<file path="src/hw/qbp_regs.vh">
// Purpose: offsets, field positions, reset values and mode codes of the port pin block
// Assumes: apb byte addresses, one aligned 32-bit word per register
// Notes:   mode codes are per pin, two bits each
`ifndef QBP_REGS_VH
`define QBP_REGS_VH

`define QBP_ADDR_W          12
`define QBP_OFF_PORT_ONE    12'h090
`define QBP_OFF_PORT_THREE  12'h0B0
`define QBP_OFF_PORT_FOUR   12'h0C0
`define QBP_OFF_FSEL_ONE    12'h100
`define QBP_OFF_FSEL_THREE  12'h104
`define QBP_OFF_FSEL_FOUR   12'h108
`define QBP_OFF_BITOP       12'h10C
`define QBP_LATCH_RST       8'hFF
`define QBP_FSEL_RST        16'h0000
`define QBP_FSEL_W          16
`define QBP_BITOP_SET       2'b01
`define QBP_BITOP_CLR       2'b10
`define QBP_BITOP_CPL       2'b11
`define QBP_BITOP_FN_LSB    8
`define QBP_BITOP_PORT_LSB  4
`define QBP_BITOP_RMW_BIT   16
`define QBP_FN_GPIO         2'b00
`define QBP_FN_QUASI        2'b01
`define QBP_FN_SPECIAL      2'b10
`define QBP_FN_INPUT        2'b11

`endif

</file>
<file path="src/hw/qbp_pin_cell.v">
// Purpose: one port pin cell: drivers, pull-ups and pin sense for a single pin
// Assumes: pin input is synchronous to pclk
// Notes:   special mode is analog on port one, open drain on three, push-pull on four
`timescale 1ns/1ps
`include "qbp_regs.vh"
module qbp_pin_cell #(
    parameter PORT_KIND = 0
) (
    input  wire       pclk,
    input  wire       presetn,
    input  wire       latch_bit,
    input  wire       alt_bit,
    input  wire [1:0] mode,
    input  wire       pin_in,
    output reg        low_drive,
    output reg        high_drive,
    output reg        pullup_strong,
    output reg        pullup_weak,
    output wire       pin_level,
    output wire       pin_oe_n
);
    wire       drv_bit;
    wire       is_special;
    wire       is_input;
    reg        drv_delay_q;
    wire       rise;

    assign drv_bit    = (mode == `QBP_FN_GPIO) ? latch_bit : (alt_bit & latch_bit);
    assign is_special = (mode == `QBP_FN_SPECIAL);
    assign is_input   = (mode == `QBP_FN_INPUT);
    // delay element on the driven value finds the 0-to-1 change
    assign rise       = drv_bit & ~drv_delay_q;

    always @(posedge pclk or negedge presetn)
    begin
        if (!presetn)
            drv_delay_q <= 1'b1;
        else
            drv_delay_q <= drv_bit;
    end

    always @*
    begin
        low_drive     = 1'b0;
        high_drive    = 1'b0;
        pullup_strong = 1'b0;
        pullup_weak   = 1'b0;
        if (is_special && PORT_KIND == 0)
        begin
            low_drive = 1'b0;
        end
        else if (is_special && PORT_KIND == 2)
        begin
            low_drive  = ~drv_bit;
            high_drive = drv_bit;
        end
        else if (is_input || drv_bit)
        begin
            // one cycle strong high, none for open drain
            high_drive    = rise & ~is_input & ~(is_special && PORT_KIND == 1);
            pullup_weak   = 1'b1;
            // strong pull-up drops once the pin is pulled low
            pullup_strong = pin_in;
        end
        else
        begin
            low_drive = 1'b1;
        end
    end

    // level seen by the core: the low driver masks the pin
    assign pin_level = pin_in & ~low_drive;
    assign pin_oe_n  = ~(low_drive | high_drive);
endmodule // qbp_pin_cell

</file>
<file path="src/hw/qbp_port_pins.v">
// Purpose: three 8-bit quasi-bidirectional ports with latches, function select and apb access
// Assumes: apb slave, zero wait states, pins synchronous to pclk
// Notes:   reads return pins unless pwdata bit 16 on the read asks for the latch
//
// Summary of operation
// - three 8-bit ports, inputs during/after reset
// - pin mode follows assigned function
// - written zero drives low, releases pull-ups
// - written one: one-cycle high drive, weak pull-ups
// - high drive only on rising edge of the driven bit (latch, gated by alt_out outside gpio mode), except push-pull on port four
// - weak pull-ups stay on after strong drive
// - zero latch masks pin, reads zero
// - reset loads all latches with ones
// - strong pull-up releases when pin pulled low
// - read-modify-write reads the latch
// - other reads sample pin levels
// - each pin routed independently at run time
// - single-bit and whole-byte latch access
// - function selects clear on reset
// - open drain skips one-cycle high drive
`timescale 1ns/1ps
`include "qbp_regs.vh"
module qbp_port_pins (
    input  wire        pclk,
    input  wire        presetn,
    input  wire        psel,
    input  wire        penable,
    input  wire        pwrite,
    input  wire [11:0] paddr,
    input  wire [31:0] pwdata,
    input  wire [3:0]  pstrb,
    output wire        pready,
    output reg  [31:0] prdata,
    output wire        pslverr,
    input  wire [23:0] alt_out,
    output wire [23:0] pin_level,
    input  wire [23:0] pin_in,
    output wire [23:0] pin_out,
    output wire [23:0] pin_oe_n,
    output wire [23:0] low_drive,
    output wire [23:0] high_drive,
    output wire [23:0] pullup_strong,
    output wire [23:0] pullup_weak
);
    reg  [23:0] latch_q;
    reg  [`QBP_FSEL_W-1:0] fsel_one_q;
    reg  [`QBP_FSEL_W-1:0] fsel_three_q;
    reg  [`QBP_FSEL_W-1:0] fsel_four_q;
    wire [47:0] fsel_all;
    wire        wr_en;
    wire        rd_en;
    wire        hit_latch;
    wire        hit_fsel;
    wire        hit_bitop;
    wire [1:0]  port_idx;
    wire [1:0]  bit_fn;
    wire [1:0]  bit_port;
    wire [2:0]  bit_sel;
    wire [4:0]  bit_pos;
    reg  [31:0] rd_mux;
    reg  [7:0]  port_val;

    assign wr_en   = psel & penable & pwrite;
    assign rd_en   = psel & ~penable & ~pwrite;
    assign pready  = 1'b1;
    assign pslverr = 1'b0;

    assign hit_latch = (paddr == `QBP_OFF_PORT_ONE) || (paddr == `QBP_OFF_PORT_THREE)
                     || (paddr == `QBP_OFF_PORT_FOUR);
    assign hit_fsel  = (paddr == `QBP_OFF_FSEL_ONE) || (paddr == `QBP_OFF_FSEL_THREE)
                     || (paddr == `QBP_OFF_FSEL_FOUR);
    assign hit_bitop = (paddr == `QBP_OFF_BITOP);
    assign port_idx  = (paddr == `QBP_OFF_PORT_ONE || paddr == `QBP_OFF_FSEL_ONE) ? 2'd0 :
                       (paddr == `QBP_OFF_PORT_THREE || paddr == `QBP_OFF_FSEL_THREE) ? 2'd1 :
                       2'd2;

    assign bit_sel  = pwdata[2:0];
    assign bit_port = pwdata[`QBP_BITOP_PORT_LSB+1:`QBP_BITOP_PORT_LSB];
    assign bit_fn   = pwdata[`QBP_BITOP_FN_LSB+1:`QBP_BITOP_FN_LSB];
    assign bit_pos  = {bit_port, bit_sel};

    assign fsel_all = {fsel_four_q, fsel_three_q, fsel_one_q};

    always @(posedge pclk or negedge presetn)
    begin
        if (!presetn)
        begin
            latch_q      <= {`QBP_LATCH_RST, `QBP_LATCH_RST, `QBP_LATCH_RST};
            fsel_one_q   <= `QBP_FSEL_RST;
            fsel_three_q <= `QBP_FSEL_RST;
            fsel_four_q  <= `QBP_FSEL_RST;
        end
        else if (wr_en)
        begin
            if (hit_latch && pstrb[0])
            begin
                case (port_idx)
                    2'd0:    latch_q[7:0]   <= pwdata[7:0];
                    2'd1:    latch_q[15:8]  <= pwdata[7:0];
                    default: latch_q[23:16] <= pwdata[7:0];
                endcase
            end
            if (hit_fsel)
            begin
                case (port_idx)
                    2'd0:    fsel_one_q   <= pwdata[15:0];
                    2'd1:    fsel_three_q <= pwdata[15:0];
                    default: fsel_four_q  <= pwdata[15:0];
                endcase
            end
            if (hit_bitop && bit_port != 2'd3)
            begin
                case (bit_fn)
                    `QBP_BITOP_SET: latch_q[bit_pos] <= 1'b1;
                    `QBP_BITOP_CLR: latch_q[bit_pos] <= 1'b0;
                    `QBP_BITOP_CPL: latch_q[bit_pos] <= ~latch_q[bit_pos];
                    default:        latch_q[bit_pos] <= latch_q[bit_pos];
                endcase
            end
        end
    end

    genvar gi;
    generate
        for (gi = 0; gi < 24; gi = gi + 1)
        begin : g_pin
            qbp_pin_cell #(
                .PORT_KIND (gi / 8)
            ) u_cell (
                .pclk          (pclk),
                .presetn       (presetn),
                .latch_bit     (latch_q[gi]),
                .alt_bit       (alt_out[gi]),
                .mode          (fsel_all[2*gi+1:2*gi]),
                .pin_in        (pin_in[gi]),
                .low_drive     (low_drive[gi]),
                .high_drive    (high_drive[gi]),
                .pullup_strong (pullup_strong[gi]),
                .pullup_weak   (pullup_weak[gi]),
                .pin_level     (pin_level[gi]),
                .pin_oe_n      (pin_oe_n[gi])
            );
            assign pin_out[gi] = high_drive[gi];
        end
    endgenerate

    // an rmw read flags itself on pwdata bit 16 and gets the latch back
    always @*
    begin
        port_val = 8'h00;
        case (port_idx)
            2'd0:    port_val = pwdata[`QBP_BITOP_RMW_BIT] ? latch_q[7:0] : pin_level[7:0];
            2'd1:    port_val = pwdata[`QBP_BITOP_RMW_BIT] ? latch_q[15:8] : pin_level[15:8];
            default: port_val = pwdata[`QBP_BITOP_RMW_BIT] ? latch_q[23:16] : pin_level[23:16];
        endcase
        rd_mux = 32'h0000_0000;
        if (hit_latch)
            rd_mux = {24'h00_0000, port_val};
        else if (hit_fsel)
        begin
            case (port_idx)
                2'd0:    rd_mux = {16'h0000, fsel_one_q};
                2'd1:    rd_mux = {16'h0000, fsel_three_q};
                default: rd_mux = {16'h0000, fsel_four_q};
            endcase
        end
        else if (hit_bitop)
            rd_mux = {8'h00, latch_q};
    end

    always @(posedge pclk or negedge presetn)
    begin
        if (!presetn)
            prdata <= 32'h0000_0000;
        else if (rd_en)
            prdata <= rd_mux;
    end
endmodule // qbp_port_pins

</file>
<file path="config.mk">
export PLATFORM = sky130hd
export DESIGN_NAME = qbp_port_pins
export DESIGN_NICKNAME = d
export VERILOG_FILES = /design/src/hw/qbp_pin_cell.v /design/src/hw/qbp_port_pins.v
export VERILOG_INCLUDE_DIRS = /design/src /design/src/hw
export SDC_FILE = /design/constraint.sdc
export NUM_CORES = 1
export LEC_CHECK = 0
export ABC_AREA = 1
export BUFFER_PORTS_ARGS = -buffer_cell sky130_fd_sc_hd__buf_2
export CORE_ASPECT_RATIO = 1.25
export CORE_MARGIN = 2
export CORE_UTILIZATION = 53
export DETAILED_ROUTE_END_ITERATION = 8
export PLACE_DENSITY_LB_ADDON = 0.1
export SLEW_MARGIN = 5
export SYNTH_ARGS = -nofsm -noshare
export SYNTH_HDL_FRONTEND = slang
export SYNTH_SLANG_ARGS = --single-unit
</file>
<file path="constraint.sdc">
create_clock -name pclk -period 1.7 [get_ports pclk]
set_input_delay 0.255 -clock pclk [delete_from_list [all_inputs] [get_ports pclk]]
set_output_delay 0.255 -clock pclk [all_outputs]
set_load 0.01 [all_outputs]
</file>
==> results of run 1 <==
## kinds of logic (layout without fill, tap and decap cells)
group	count (synthesis)	in the layout
and+or+nand+nor	765	765
buffers and inverters	457	810
AOI/OAI and AO/OA	164	164
DFF	120	120
other	2	10
## flip-flops by register name, indices dropped and copies added, names as in the netlist
name / count
prdata: 24
fsel_three_q: 16
latch_q: 24
fsel_four_q: 16
g_pin.u_cell.drv_delay_q: 24
fsel_one_q: 16
## routing by layer
metal,routed length [um],up-vias,part of all wire [%],track usage [%]
met4,1630,0,4.5,15.3
met2,18700,484,52,62.0
li1,-,5100,-,-
met5,0,-,0,0
met1,13400,5110,37,41.7
met3,2480,116,6.9,5.85
## power breakdown
group | switching, uW | internal (uW) | leakage [uW]
sequential | 25.5 | 2930 | 0.00140
combinational | 747 | 559 | 0.00618
clock | 1350 | 2420 | 0.000295
total | 2130 | 5910 | 0.00788
## final cells by class
class,count,share of cell area [%]
repair buffers,540,28.7
clock inverters,11,1.04
multi-input cells,939,36.5
flip-flops and latches,120,22.0
well taps,228,2.04
clock buffers,21,3.36
inverters,238,6.44
## placed cells by master (no fill, tap or decap), drive strengths merged
cell type    count
buf            538
nand2          472
inv            238
nor2           191
o21ai          124
dfrtp           72
nand3           63
dfstp           48
nor3            35
a21oi           23
clkbuf          22
o211ai          10
conb            10
clkinv           5
a22o             3
a22oi            3
bufinv           3
clkinvlp         3
nand4            2
or2              2
a21boi           1
dlygate4sd3      1
## repair_timing
action,CTS,global route
setup endpoints to repair,192,180
hold buffers,1,0
cloned,0,1
pin swaps,47,97
endpoints found under the hold margin,3,0
resized for setup,229,208
buffers inserted,57,40
## critical path, stage by stage (launching register included)
cell and delay (ns):
dfstp_2 0.56, buf_6 0.13, o21ai_4 0.08, nand2_2 0.11, nand2_2 0.10, nor2_1 0.12, buf_2 0.15
## worst paths after layout
| check | cells after the start | startpoint | slack, ns | end |
|---|---|---|---|---|
| setup / recovery | 6 | latch_q[17] | -0.23 | pullup_strong[17] |
| hold / removal | 3 | pwdata[14] | 0.06 | fsel_one_q[14] |
| setup reg to reg | 15 | latch_q[7] | -0.18 | latch_q[13] |
| hold reg to reg | 2 | prdata[11] | 0.48 | prdata[11] |
| max in group asynchronous | 3 | presetn | 0.78 | g_pin[22].u_cell.drv_delay_q |
| min in group asynchronous | 2 | presetn | 0.31 | fsel_one_q[5] |
## metrics by stage
| step | instances | instance area, sq um |
|---|---|---|
| after floorplan | 1516 | 9670 |
| after global placement | 1969 | 11200 |
| after detailed placement | 1969 | 11200 |
| after CTS | 2057 | 12900 |
| after global routing | 2097 | 14000 |
| final | 2097 | 14000 |
==> flow_metrics.tcl, run 1 <==
set metrics [dict create \
    status "finished with violations" \
    violations "negative setup slack" \
    p_leak_uw 0.00788 \
    drc_errors 0 \
    clockBufferDepth 2 \
    dieArea_sq_mm 0.0193 \
    vias 10800 \
    total_power_uw 8030 \
    utilization_pct 77.9 \
    max_cap_violations 0 \
    finalWorstSetupSlack_ns -0.229 \
    nNetsFinal 1957 \
    netlist_area_sq_mm 0.00964 \
    coreArea_sq_mm 0.0180 \
    synth_seq_cells 120 \
    pwr_density_cell_mw_per_mm2 574 \
    numCtsBuffers 17 \
    die_h_um 155 \
    place_congestion 0.992 \
    ys_types 32 \
    seq_area_sq_mm 0.00308 \
    grt_pass1_wl_um 52500 \
    crit_type "reg2out" \
    clk_transition_reported_paths_ns 0.06 \
    synth_mux_area_share_pct 0 \
    syn_avg_cell_area_sq_um 6.39 \
    grt.overflow.total 0 \
    setup_violations 122 \
    wl_per_cell_um 17.3 \
    vdd_ir_drop_max_mv 0.584 \
    yosys_warnings 0 \
    tns_ns -9.40 \
    grt_pass1_vias 9933 \
    synthSimpleGateAreaFrac_pct 32.9 \
    fmax_ghz 0.518 \
    finalCritPeriodShare_pct 113 \
    ys_seq_area_share_pct 31.8 \
    timing.hold.ws_ns 0.0554 \
    multi_input_area_sq_mm 0.00510 \
    synth_xor_area_share_pct 0 \
    async_flop_share_pct 100 \
    synthAdderAreaFrac_pct 0 \
    rsz0062_at_grt "yes" \
    startpoint_type "flip-flop" \
    track_usage_pct 35.0 \
    synth_top_area_share_pct 18.7 \
    routed_via_density 5.15 \
    cts_max_level 4 \
    start_util_pct 53.7 \
    wl_um 36200 \
    dieWidth_um 125 \
    synth-edff-count 0 \
    dp_slack_ns -0.264 \
    drive_above_1_share_pct 49.3 \
    cp-end-kind "output pin" \
    cts_tree "done" \
    syn_inst 1508 \
    synth_top_family_by_area "simple AND/OR/NAND/NOR gates" \
    clock_skew_ns 0.00796 \
    tightest_slew_ns 0.527 \
    clk_latency_ns 0.42 \
    synth_flop_cell "dfrtp_1" \
    maxSlewHeadroom_pct 64.7 \
    grt_max_degree 39 \
    dr.pass1.iters 6 \
    port-buffer-count 274 \
    synth.area.top_cells "dfrtp_1 (19%), nand2_1 (18%), buf_4 (14%)" \
    cts_sinks 120 \
    drv_slew 0 \
    rows 55 \
    drtIter0Drc 857 \
    yosysMostFrequentCell "nand2_1" \
    fin_crit_ns 1.93 \
    synth_commonest_cells "nand2_1 (461), inv_1 (231), buf_4 (180)" \
    synth_area_leader_cell "dfrtp_1" \
    diodes 0 \
    hpwl_um 25400 \
    ant_nets 0 \
    ctsRootBufferMaster "clkbuf_16" \
    hp-class "in2reg" \
    cp.arrival_ns 1.67 \
    synth_compound_area_share_pct 9.54 \
    fillers 1337 \
    io_pins 303 \
    finalHoldViolations 0 \
    cp_max_fo 4 \
    antenna_found_initial 0 \
    cp.required_ns 1.44 \
    area_growth_pct 45.1 \
]
Power figures use the tool's default switching activity.
==> run 2: changes to the inputs <==
- CORE_UTILIZATION: 53 -> 54
- CTS_BUF_LIST: not set -> sky130_fd_sc_hd__clkbuf_4 sky130_fd_sc_hd__clkbuf_8
==> run 2 against run 1 <==
The run ends with negative hold slack, negative setup slack left. Critical path depth grew 4. Sequential power about the same. Worst hold slack got worse by 0.056 ns. Critical path type is now in2reg. Largest power group is now registers. Highest routed layer is now met5.
==> flow_metrics.tcl, run 2 (synthesis gave the netlist of run 1 again) <==
set metrics [dict create \
    postLayoutCellArea_sq_mm 0.0143 \
    setup_violations 189 \
    crit_type "in2reg" \
    reg2reg_depth 15 \
    multi_input_area_sq_mm 0.00531 \
    finalCritPeriodShare_pct 120 \
    ant_nets 0 \
    ctsRootBufferMaster "clkbuf_8" \
    dr.pass1.iters 8 \
    cts_tree "done" \
    drv_slew 0 \
    routed_via_density 5.60 \
    p_leak_uw 0.00795 \
    nNetsFinal 1972 \
    wl_um 44000 \
    rrSetupSlack_ns -0.19 \
    tns_ns -22.48 \
    fmax_ghz 0.489 \
    fin_crit_ns 2.04 \
    vdd_ir_drop_max_mv 0.416 \
    die_h_um 153 \
    cp.required_ns 1.97 \
    violations "negative hold slack, negative setup slack" \
    finalHoldViolations 1 \
    clk_transition_reported_paths_ns 0.08 \
    fillers 1097 \
    holdPathStages 3 \
    timing.hold.ws_ns -0.00105 \
    hold_start "pwdata[8]" \
    seq_area_sq_mm 0.00307 \
    max_cap_violations 0 \
    coreArea_sq_mm 0.0175 \
    io_pins 303 \
    rows 54 \
    hpwl_um 25900 \
    rsz0062_at_grt "yes" \
    hp-class "in2reg" \
    dieArea_sq_mm 0.0189 \
    maxSlewHeadroom_pct 35.8 \
    vias 11800 \
    cp_max_fo 12 \
    port-buffer-count 274 \
    dp_slack_ns -0.293 \
    finalWorstSetupSlack_ns -0.343 \
    cp.arrival_ns 2.32 \
    area_growth_pct 48.6 \
    grt_max_degree 33 \
    dieWidth_um 124 \
    drtIter0Drc 1279 \
    grt_pass1_vias 10800 \
    grt.overflow.total 0 \
    reg_top3 "g_pin.u_cell.drv_delay_q x24, latch_q x24, prdata x24" \
    cts_max_level 4 \
    track_usage_pct 39.4 \
    numCtsBuffers 17 \
    drc_errors 0 \
    tightest_slew_ns 0.953 \
    whs_endpoint "fsel_one_q[8]" \
    clock_skew_ns 0.0212 \
    wl_per_cell_um 20.9 \
    startpoint_type "primary input" \
    clk_latency_ns 0.48 \
    layout_commonest_cell "nand2_1" \
    start_util_pct 55.1 \
    grt_pass1_wl_um 56400 \
    r2r-start "latch_q[19]" \
    placement.cell_area_sq_mm 0.0111 \
    utilization_pct 81.9 \
    timing.rr.end "latch_q[3]" \
    antenna_found_initial 1 \
    pwr_density_cell_mw_per_mm2 506 \
    mostFrequentLayoutCells "nand2_1 (377), buf_4 (228), buf_2 (192)" \
    place_congestion 0.976 \
    status "finished with violations" \
    clockBufferDepth 2 \
    drive_above_1_share_pct 51.8 \
    cts_sinks 120 \
    cp-end-kind "flip-flop" \
    diodes 0 \
]
## run 2: cell count changes in the layout (fill, tap and decap cells not counted), moves of 7 or more
cell and delta:
buf_6 +39, buf_2 -30, inv_1 -19, nor2_1 -19, clkbuf_16 -18, clkbuf_8 +17
nor2_4 +12, inv_4 +11, nand2_4 +9, buf_4 +8, inv_2 +8, nand2_2 -8
nor2_2 +7
## run 2: area by class of cell
cell class | instances | share of cell area [%]
well taps | 224 | 1.96
multi-input cells | 939 | 37.1
clock inverters | 11 | 1.03
repair buffers | 555 | 30.1
flip-flops and latches | 120 | 21.4
clock buffers | 21 | 1.97
inverters | 238 | 6.48
## run 2: repair_timing
item                                    CTS  global route
endpoints found under the hold margin    10             0
setup buffers                            88            32
pin swaps                                82            89
hold buffers                              1             0
cloned                                    1             0
resized for setup                       335           225
endpoints found under the setup margin  193           193
## run 2: power breakdown
group          switching [uW]  total (uW)  internal [uW]
registers                29.0        2950           2920
clock network            1320        2900           1580
logic                     827        1400            572
## run 2: per-layer routing
layer | vias to the layer above | share of wire (%) | track usage [%]
met5 | - | 0.030 | 0
met4 | 2 | 8.6 | 19.5
met3 | 323 | 12 | 9.48
met2 | 914 | 47 | 68.5
met1 | 5459 | 32 | 44.4
li1 | 5116 | - | -
## run 2: how the worst max path moves through the flow
stage	endpoint	slack [ns]	startpoint	cells past startpoint
floorplan	fsel_one_q[11]	0.15	paddr[9]	11
global placement	prdata[1]	-0.24	paddr[9]	12
detailed placement	prdata[1]	-0.29	paddr[4]	12
CTS	pullup_strong[19]	-0.21	latch_q[19]	7
global route	fsel_four_q[12]	-0.39	paddr[7]	10
finish	fsel_four_q[12]	-0.34	paddr[6]	10
## run 2: through the flow
stage               power (uW)  instances
floorplan                 3520       1516
CTS                       7010       2081
global route              7440       2108
finish                    7250       2108
global placement          3930       1961
detailed placement        3940       1961
## run 2: worst max-delay path: stages
cell and delay, ns:
buf_2 0.08, inv_1 0.05, nand2_1 0.11, nor2_4 0.06, nand3_1 0.08, nand2_1 0.19
nor2_2 0.39, nand2_1 0.12, buf_4 0.21, o21ai_0 0.76
